**config.mk**
```make
export PLATFORM = sky130hd
export DESIGN_NAME = cpfs_supervisor
export DESIGN_NICKNAME = d
export VERILOG_FILES = /design/src/cpfs_supervisor.v
export VERILOG_INCLUDE_DIRS = /design/src
export SDC_FILE = /design/constraint.sdc
export NUM_CORES = 1
export LEC_CHECK = 0
export ABC_AREA = 1
export BUFFER_PORTS_ARGS = -buffer_cell sky130_fd_sc_hd__buf_2
export CAP_MARGIN = 0
export CORE_UTILIZATION = 55
export DETAILED_ROUTE_END_ITERATION = 10
export PLACE_DENSITY = 0.85
export SLEW_MARGIN = 25
export SYNTH_ARGS = -nofsm -noshare
export SYNTH_HDL_FRONTEND = slang
export SYNTH_SLANG_ARGS = --single-unit
```
**constraint.sdc**
```tcl
create_clock -name clk -period 2.4 [get_ports clk]
set_clock_uncertainty 0.1 [all_clocks]
set_input_delay 0.36 -clock clk [delete_from_list [all_inputs] [get_ports clk]]
set_output_delay 0.36 -clock clk [all_outputs]
set_load 0.02 [all_outputs]
```
**src/cpfs_map.vh**
```
/*
 * Constants for the charger protection and fault supervisor: register
 * offsets on APB, field positions, reset values and timing counts.
 * Assumes a 100 MHz core clock and a 32-bit APB master.
 */
`ifndef CPFS_MAP_VH
`define CPFS_MAP_VH
// Register byte offsets
`define CPFS_OFS_CTRL      12'h000
`define CPFS_OFS_FAULT     12'h004
`define CPFS_OFS_STATUS    12'h008
// Control fields
`define CPFS_CTRL_BOOST_EN 0
`define CPFS_CTRL_BSW_DIS  1
`define CPFS_CTRL_REG_RST  2
`define CPFS_CTRL_THERMAL_REG_LIMIT_LO  4
`define CPFS_CTRL_THERMAL_REG_LIMIT_HI  5
`define CPFS_CTRL_RESET    32'h0000_0000
// Fault fields
`define CPFS_FLT_CODE_LO   0
`define CPFS_FLT_CODE_HI   1
`define CPFS_FLT_BOOST     2
`define CPFS_FLT_BAT       3
`define CPFS_CODE_NONE     2'b00
`define CPFS_CODE_INOV     2'b01
`define CPFS_CODE_TSHUT    2'b10
// Charge current selects
`define CPFS_ICHG_FAST     2'b00
`define CPFS_ICHG_SHORT    2'b01
`define CPFS_ICHG_PRE      2'b10
// Timing, figures as printed and cycle counts at 100 MHz
`define CPFS_CLK_MHZ       100
`define CPFS_HIC_OFF_MS    30
`define CPFS_HIC_ON_US     250
`define CPFS_INT_US        256
`define CPFS_HIC_OFF_CYC   (`CPFS_HIC_OFF_MS * 1000 * `CPFS_CLK_MHZ)
`define CPFS_HIC_ON_CYC    (`CPFS_HIC_ON_US * `CPFS_CLK_MHZ)
`define CPFS_INT_CYC       (`CPFS_INT_US * `CPFS_CLK_MHZ)
`define CPFS_BTN_CYC       1000
`define CPFS_CNT_W         22
`endif

```
**src/cpfs_supervisor.v**
```verilog
/*
 * Protection and fault supervisor: synchronises comparator events, gates
 * converter and battery switch, runs the boost hiccup timer, latches fault
 * flags, pulses a low interrupt, and offers control and fault over APB.
 * Assumes comparator inputs are levels, asynchronous to clk.
 */
// Local design decisions: the APB register port and the register offsets.
`timescale 1ns/1ps
`include "cpfs_map.vh"

module cpfs_supervisor #(
    parameter [21:0] HIC_OFF_CYC = `CPFS_HIC_OFF_CYC,
    parameter [21:0] HIC_ON_CYC  = `CPFS_HIC_ON_CYC,
    parameter [21:0] INT_CYC     = `CPFS_INT_CYC,
    parameter [21:0] BTN_CYC     = `CPFS_BTN_CYC
) (
    // Clock, reset, enable
    input  wire        clk,
    input  wire        arst_n,
    input  wire        clk_en,
    // APB slave
    input  wire        psel,
    input  wire        penable,
    input  wire        pwrite,
    input  wire [11:0] paddr,
    input  wire [31:0] pwdata,
    output wire        pready,
    output wire        pslverr,
    output reg  [31:0] prdata,
    // Analog events
    input  wire        therm_reg_cmp,
    input  wire        therm_shut_cmp,
    input  wire        therm_hys_cmp,
    input  wire        input_overvoltage,
    input  wire        system_overvoltage,
    input  wire        boost_oc_cmp,
    input  wire        boost_ov_cmp,
    input  wire        battery_overvoltage,
    input  wire        bat_overdischarge,
    input  wire        bat_short_cmp,
    input  wire        bat_low_cmp,
    input  wire        sys_overcurrent,
    input  wire        adapter_present,
    input  wire        push_button_pin,
    // Power stage controls and interrupt
    output reg         converter_en,
    output reg         battery_switch,
    output reg         reverse_block_switch,
    output reg         charge_en,
    output reg         charge_reduce,
    output reg  [1:0]  thermal_reg_limit,
    output reg         termination_en,
    output reg         safety_timer_half,
    output reg  [1:0]  charge_current_sel,
    output reg         int_n
);

    // ************************************************************
    // Input synchronisers
    // ************************************************************
    localparam NSYNC = 14;
    wire [NSYNC-1:0] raw_in = {push_button_pin, adapter_present, sys_overcurrent,
        bat_low_cmp, bat_short_cmp, bat_overdischarge, battery_overvoltage,
        boost_ov_cmp, boost_oc_cmp, system_overvoltage, input_overvoltage,
        therm_hys_cmp, therm_shut_cmp, therm_reg_cmp};
    reg  [NSYNC-1:0] sync1_reg;
    reg  [NSYNC-1:0] sync2_reg;

    // Two flops; first stage feeds only the second
    always @(posedge clk or negedge arst_n) begin
        if (!arst_n) begin
            sync1_reg <= {1'b1, {(NSYNC-1){1'b0}}}; // Button idles high, no false press
            sync2_reg <= {1'b1, {(NSYNC-1){1'b0}}};
        end else if (clk_en) begin
            sync1_reg <= raw_in;
            sync2_reg <= sync1_reg;
        end
    end

    wire s_thermal_reg_limit   = sync2_reg[0];
    wire s_tshut  = sync2_reg[1];
    wire s_thys   = sync2_reg[2];
    wire s_inov   = sync2_reg[3];
    wire s_sysov  = sync2_reg[4];
    wire s_boc    = sync2_reg[5];
    wire s_bov    = sync2_reg[6];
    wire s_batov  = sync2_reg[7];
    wire s_odis   = sync2_reg[8];
    wire s_short  = sync2_reg[9];
    wire s_low    = sync2_reg[10];
    wire s_sysoc  = sync2_reg[11];
    wire s_adapt  = sync2_reg[12];
    wire s_btn    = sync2_reg[13];

    // ************************************************************
    // APB register file
    // ************************************************************
    reg  [31:0] ctrl_reg;
    reg  [3:0]  fault_reg;
    reg         fault_read_reg;
    reg         tshut_reg;
    reg         boost_tshut_reg;
    reg  [1:0]  hic_st_reg;
    reg         odis_reg;
    reg         bsw_latch_reg;
    wire        apb_acc   = psel & penable;
    wire        wr_ctrl   = apb_acc & pwrite & (paddr == `CPFS_OFS_CTRL);
    wire        rd_fault  = apb_acc & ~pwrite & (paddr == `CPFS_OFS_FAULT);
    wire        map_hit   = (paddr == `CPFS_OFS_CTRL) | (paddr == `CPFS_OFS_FAULT) |
                            (paddr == `CPFS_OFS_STATUS);
    wire        reg_rst   = wr_ctrl & pwdata[`CPFS_CTRL_REG_RST];
    wire        boost_en  = ctrl_reg[`CPFS_CTRL_BOOST_EN];
    wire        bsw_dis   = ctrl_reg[`CPFS_CTRL_BSW_DIS];
    wire        boost_kill;

    // Zero wait states; unmapped addresses answer with an error
    assign pready  = 1'b1;
    assign pslverr = apb_acc & ~map_hit;

    // Hardware clear of boost enable wins over a same-cycle host write
    always @(posedge clk or negedge arst_n) begin
        if (!arst_n) begin
            ctrl_reg <= `CPFS_CTRL_RESET;
        end else if (clk_en) begin
            if (reg_rst)
                ctrl_reg <= `CPFS_CTRL_RESET;
            else if (wr_ctrl)
                ctrl_reg <= {26'h000_0000, pwdata[5:4], 2'b00, pwdata[1:0]};
            if (boost_kill)
                ctrl_reg[`CPFS_CTRL_BOOST_EN] <= 1'b0;
        end
    end

    // Read data register
    always @(posedge clk or negedge arst_n) begin
        if (!arst_n) begin
            prdata <= 32'h0000_0000;
        end else if (clk_en && psel && !penable && !pwrite) begin
            case (paddr)
                `CPFS_OFS_CTRL:   prdata <= ctrl_reg;
                `CPFS_OFS_FAULT:  prdata <= {28'h000_0000, fault_reg};
                `CPFS_OFS_STATUS: prdata <= {26'h000_0000, hic_st_reg, s_thermal_reg_limit,
                                             bsw_latch_reg, odis_reg, tshut_reg};
                default:          prdata <= 32'h0000_0000;
            endcase
        end
    end

    // ************************************************************
    // Thermal handling
    // ************************************************************
    // Shutdown holds until die cools; a boost trip waits for host re-enable
    always @(posedge clk or negedge arst_n) begin
        if (!arst_n) begin
            tshut_reg       <= 1'b0;
            boost_tshut_reg <= 1'b0;
        end else if (clk_en) begin
            if (s_tshut) begin
                tshut_reg       <= 1'b1;
                boost_tshut_reg <= boost_tshut_reg | boost_en;
            end else begin
                if (s_thys)
                    tshut_reg <= 1'b0;
                if (boost_en)
                    boost_tshut_reg <= 1'b0;
            end
        end
    end

    // ************************************************************
    // Boost hiccup timer
    // ************************************************************
    localparam HIC_IDLE = 2'd0;
    localparam HIC_OFF  = 2'd1;
    localparam HIC_ON   = 2'd2;
    reg  [21:0] hic_cnt_reg;
    wire        boost_act = boost_en & ~tshut_reg;

    // Retry window lets an overload clear without host help
    always @(posedge clk or negedge arst_n) begin
        if (!arst_n) begin
            hic_st_reg  <= HIC_IDLE;
            hic_cnt_reg <= 22'h00_0000;
        end else if (clk_en) begin
            case (hic_st_reg)
                HIC_IDLE: begin
                    if (boost_act && s_boc) begin
                        hic_st_reg  <= HIC_OFF;
                        hic_cnt_reg <= HIC_OFF_CYC - 22'h00_0001;
                    end
                end
                HIC_OFF: begin
                    if (!boost_act)
                        hic_st_reg <= HIC_IDLE;
                    else if (hic_cnt_reg == 22'h00_0000) begin
                        hic_st_reg  <= HIC_ON;
                        hic_cnt_reg <= HIC_ON_CYC - 22'h00_0001;
                    end else
                        hic_cnt_reg <= hic_cnt_reg - 22'h00_0001;
                end
                HIC_ON: begin
                    if (!boost_act || !s_boc)
                        hic_st_reg <= HIC_IDLE;
                    else if (hic_cnt_reg == 22'h00_0000) begin
                        hic_st_reg  <= HIC_OFF;
                        hic_cnt_reg <= HIC_OFF_CYC - 22'h00_0001;
                    end else
                        hic_cnt_reg <= hic_cnt_reg - 22'h00_0001;
                end
                default: hic_st_reg <= HIC_IDLE;
            endcase
        end
    end

    assign boost_kill = boost_en & (s_bov | s_tshut);

    // ************************************************************
    // Battery switch latches
    // ************************************************************
    reg  [21:0] btn_cnt_reg;
    reg         btn_low_reg;
    reg         btn_fall;
    reg         bsw_dis_d_reg;

    // Push-button fall deglitched by a low-time counter
    always @(posedge clk or negedge arst_n) begin
        if (!arst_n) begin
            btn_cnt_reg   <= 22'h00_0000;
            btn_low_reg   <= 1'b0;
            btn_fall      <= 1'b0;
            bsw_dis_d_reg <= 1'b0;
        end else if (clk_en) begin
            bsw_dis_d_reg <= bsw_dis;
            btn_fall      <= 1'b0;
            if (s_btn) begin
                btn_cnt_reg <= 22'h00_0000;
                btn_low_reg <= 1'b0;
            end else if (!btn_low_reg) begin
                if (btn_cnt_reg == BTN_CYC - 22'h00_0001) begin
                    btn_low_reg <= 1'b1;
                    btn_fall    <= 1'b1;
                end else
                    btn_cnt_reg <= btn_cnt_reg + 22'h00_0001;
            end
        end
    end

    wire exit_evt = s_adapt | (bsw_dis_d_reg & ~bsw_dis) | reg_rst | btn_fall;

    // Overcurrent latch survives until a shipping-mode exit
    always @(posedge clk or negedge arst_n) begin
        if (!arst_n) begin
            odis_reg      <= 1'b0;
            bsw_latch_reg <= 1'b0;
        end else if (clk_en) begin
            if (s_odis && !s_adapt)
                odis_reg <= 1'b1;
            else if (s_adapt)
                odis_reg <= 1'b0;
            if (s_sysoc)
                bsw_latch_reg <= 1'b1;
            else if (exit_evt)
                bsw_latch_reg <= 1'b0;
        end
    end

    // ************************************************************
    // Fault flags and interrupt
    // ************************************************************
    reg  [21:0] int_cnt_reg;
    wire        boost_evt = boost_act & (s_boc | s_bov);
    wire [3:0]  fault_now = {s_batov, boost_evt,
                             s_tshut ? `CPFS_CODE_TSHUT :
                             s_inov ? `CPFS_CODE_INOV : `CPFS_CODE_NONE};
    wire        armed     = (fault_reg == 4'h0) & ~fault_read_reg;

    // Flags hold until read; set wins over the read clear
    always @(posedge clk or negedge arst_n) begin
        if (!arst_n) begin
            fault_reg      <= 4'h0;
            fault_read_reg <= 1'b0;
            int_cnt_reg    <= 22'h00_0000;
            int_n          <= 1'b1;
        end else if (clk_en) begin
            fault_read_reg <= 1'b0;
            if (rd_fault) begin
                fault_reg      <= fault_now;
                fault_read_reg <= 1'b1;
            end else begin
                fault_reg[`CPFS_FLT_BAT:`CPFS_FLT_BOOST] <= fault_now[`CPFS_FLT_BAT:`CPFS_FLT_BOOST] |
                    fault_reg[`CPFS_FLT_BAT:`CPFS_FLT_BOOST];
                if (fault_reg[`CPFS_FLT_CODE_HI:`CPFS_FLT_CODE_LO] == `CPFS_CODE_NONE)
                    fault_reg[`CPFS_FLT_CODE_HI:`CPFS_FLT_CODE_LO] <= fault_now[1:0];
            end
            if (armed && fault_now != 4'h0 && int_n) begin
                int_n       <= 1'b0;
                int_cnt_reg <= INT_CYC - 22'h00_0001;
            end else if (!int_n) begin
                if (int_cnt_reg == 22'h00_0000)
                    int_n <= 1'b1;
                else
                    int_cnt_reg <= int_cnt_reg - 22'h00_0001;
            end
        end
    end

    // ************************************************************
    // Power stage outputs
    // ************************************************************
    always @(posedge clk or negedge arst_n) begin
        if (!arst_n) begin
            converter_en         <= 1'b0;
            battery_switch       <= 1'b0;
            reverse_block_switch <= 1'b0;
            charge_en            <= 1'b0;
            charge_reduce        <= 1'b0;
            thermal_reg_limit    <= 2'b00;
            termination_en       <= 1'b1;
            safety_timer_half    <= 1'b0;
            charge_current_sel   <= `CPFS_ICHG_FAST;
        end else if (clk_en) begin
            converter_en   <= ~tshut_reg & ~boost_tshut_reg & ~s_tshut & ~s_inov &
                              ~s_sysov & ~s_bov;
            battery_switch <= ~tshut_reg & ~s_tshut & ~odis_reg & ~bsw_latch_reg &
                              ~bsw_dis & ~s_sysoc;
            reverse_block_switch <= (hic_st_reg != HIC_OFF);
            charge_en      <= ~s_batov & ~tshut_reg & ~boost_en;
            thermal_reg_limit <= ctrl_reg[`CPFS_CTRL_THERMAL_REG_LIMIT_HI:`CPFS_CTRL_THERMAL_REG_LIMIT_LO];
            charge_reduce  <= s_thermal_reg_limit;
            termination_en <= ~s_thermal_reg_limit;
            safety_timer_half <= s_thermal_reg_limit;
            charge_current_sel <= !s_short ? `CPFS_ICHG_SHORT :
                                  !s_low ? `CPFS_ICHG_PRE : `CPFS_ICHG_FAST;
        end
    end

endmodule // cpfs_supervisor

```
==> impl_metrics.json <==
{
  "status": "finished, final reports clean",
  "wl_per_cell_um": 13.2,
  "synth_top_cell_by_area": "dfrtp_1",
  "critPathCaptureType": "flop",
  "clk_pin_slew_ns": 0.06,
  "synth_area_per_cell_um2": 7.36,
  "synth_top_flop_cell": "dfrtp_1",
  "rows": 42,
  "path_cells": "inv_1 > ha_1 > nand2_2 > nor2_2 > nand3_2 > nand2_4 > nand2_8 > inv_6 > nand2_1 > o21ai_1",
  "fin_crit_ns": 2.06,
  "grt_max_degree": 72,
  "rrSetupSlack_ns": 0.34,
  "htree_num_levels": 4,
  "synthDistinctLibCells": 53,
  "synth_common_cells": "nand2_1 (333), nor2_1 (133), dfrtp_1 (125)",
  "nFillCells": 1129,
  "hold_violations": 0,
  "critPathBufInv": 2,
  "setup_viol": 0,
  "first_pass_iters": 5,
  "max_freq_mhz": 484,
  "root_buffer": "clkbuf_16",
  "area_growth_pct": 13.0,
  "die_y_um": 119,
  "wirelength_mm": 16.8,
  "die_w_um": 119,
  "power_density_nw_per_um2": 932,
  "dieArea_um2": 14200,
  "synth_top_area_share": 0.414,
  "vias": 6722,
  "ys_seq_elements": 129,
  "antenna_cells": 0,
  "cts.sinks": 129,
  "placed_cells": 1241,
  "crit_path_max_fanout": 23,
  "start_util": 0.566,
  "rsz0062_at_grt": "false",
  "initialDrtViolationCount": 457,
  "synth_area_um2": 7560,
  "cts_buffers": 17,
  "min_path_type": "in2reg",
  "yosysSeqAreaShare": 0.428,
  "ys_warn_count": 0,
  "fin_crit_sh": 0.860,
  "drc_errors": 0,
  "clock_latency_ns": 0.42,
  "stdcell_count": 1274,
  "worstMarginPinSlew_ns": 0.647,
  "crit_type": "reg2reg",
  "cp_slowest_stage_delay_ns": 0.39,
  "cts_setup_buffers": 0,
  "start_kind": "flop",
  "cts_tree": "done",
  "slew-limit-headroom": 0.569,
  "seq_area_um2": 3230,
  "gp_congestion": 0.923,
  "cp.required_ns": 2.64,
  "gr-total-overflow": 0,
  "synth_cells": 1027,
  "track_usage": 0.254,
  "arrival_ns": 2.31,
  "multi_input_area_um2": 3730,
  "synth.area.top_cells": "dfrtp_1 (41%), nand2_1 (17%), nor2_1 (6.6%)",
  "yosysMostFrequentCell": "nand2_1",
  "leakagePower_nw": 4.22,
  "maxCapViolations": 0,
  "grt_pass1_vias": 6368,
  "cpMaxStageDelayCell": "dfrtp_1",
  "drive_above_1_share": 0.138,
  "core_area_um2": 13300,
  "nNetsFinal": 1156,
  "vias_per_cell": 5.28,
  "ir_drop_mv": 0.600,
  "clockBufferDepth": 2,
  "synth-async-reset-ratio": 1.00,
  "antenna_found_initial": 0,
  "slew_viol_final": 0,
  "tns_ns": 0,
  "synth_edf_count": 0,
  "cp_top_family": "simple AND/OR/NAND/NOR gates",
  "grt_pass1_wl_mm": 29.1,
  "ant_nets": 0,
  "io_pins": 110,
  "place_hpwl_mm": 11.4,
  "io_buffers": 55
}
-- layout by cell type, fill, tap and decap left out, types with 8 or more instances in the layout --
master	count
a21oi_1	13
buf_2	54
clkbuf_16	17
conb_1	27
dfrtp_1	125
inv_1	84
nand2_1	333
nand3_1	79
nand4_1	12
nor2_1	133
nor2_2	8
o21ai_0	59
o21ai_1	13
xor2_1	21
-- worst paths after layout --
kind                                            start                           endpoint  cells past startpoint
hold / removal                     system_overvoltage           sync1_reg[4]$_DFFE_PN0P_                      3
min in group asynchronous                      arst_n         int_cnt_reg[6]$_DFFE_PN0P_                      2
max in group asynchronous                      arst_n            ctrl_reg[4]$_DFFE_PN0P_                      3
setup reg to reg           int_cnt_reg[0]$_DFFE_PN0P_        int_cnt_reg[19]$_DFFE_PN0P_                     10
setup / recovery           int_cnt_reg[0]$_DFFE_PN0P_        int_cnt_reg[19]$_DFFE_PN0P_                     10
hold reg to reg             sync2_reg[10]$_DFFE_PN0P_  charge_current_sel[1]$_DFFE_PN0P_                      1
-- kinds of logic after synthesis --
group                      after synthesis  synth area share
adders and majority gates                7            0.0116
muxes                                    1           0.00132
and+or+nand+nor                        607             0.350
other                                    2          0.000993
buffers and inverters                  142            0.0920
xor gates and xnor gates                26            0.0301
AOI/OAI and AO/OA                      113            0.0865
DFF                                    129             0.428
-- worst reg2reg max path, cell delays in order, from the launching register on --
cell and delay [ns]:
dfrtp_1 0.39, inv_1 0.17, ha_1 0.29, nand2_2 0.11, nor2_2 0.20, nand3_2 0.12, nand2_4 0.13, nand2_8 0.14
inv_6 0.16, nand2_1 0.08, o21ai_1 0.08
-- metrics by stage --
stage	cell area (um^2)	hold slack, ns	worst slack (ns)	utilization	power [mW]
2_1_floorplan	7650	-0.0356	0.641	-	4.75
3_3_place_gp	7920	0.316	0.438	0.594	5.17
3_5_place_dp	7920	0.315	0.381	0.594	5.26
4_1_cts	8540	0.0222	0.348	0.640	7.96
5_1_grt	8540	0.0317	0.179	0.640	8.47
6_report	8540	0.0284	0.335	0.640	7.96
-- final cells by class --
| cell class | instances | area share |
|---|---|---|
| Multi-Input combinational cell | 781 | 0.436 |
| Sequential cell | 129 | 0.378 |
| Timing Repair Buffer | 66 | 0.0473 |
| Inverter | 90 | 0.0410 |
| Clock inverter | 14 | 0.0199 |
| Tap cell | 176 | 0.0258 |
| Clock buffer | 18 | 0.0514 |
-- metal layers --
layer / GRT usage / up-vias / share of wire
met5: 0 / - / 0
met2: 0.435 / 185 / 0.50
met1: 0.321 / 3174 / 0.44
met4: 0.0831 / 0 / 0.013
li1: - / 3338 / -
met3: 0.0522 / 25 / 0.046
-- power breakdown --
| group | internal (mW) | switching, mW |
|---|---|---|
| combinational | 0.778 | 1.56 |
| sequential | 2.58 | 0.382 |
| clock | 1.59 | 1.07 |
-- timing repair --
item	4_1_cts	5_1_grt
hold buffers	1	0
gates resized for setup	0	0
endpoints found under the hold margin	64	0
(Power assumes the default switching activity.)
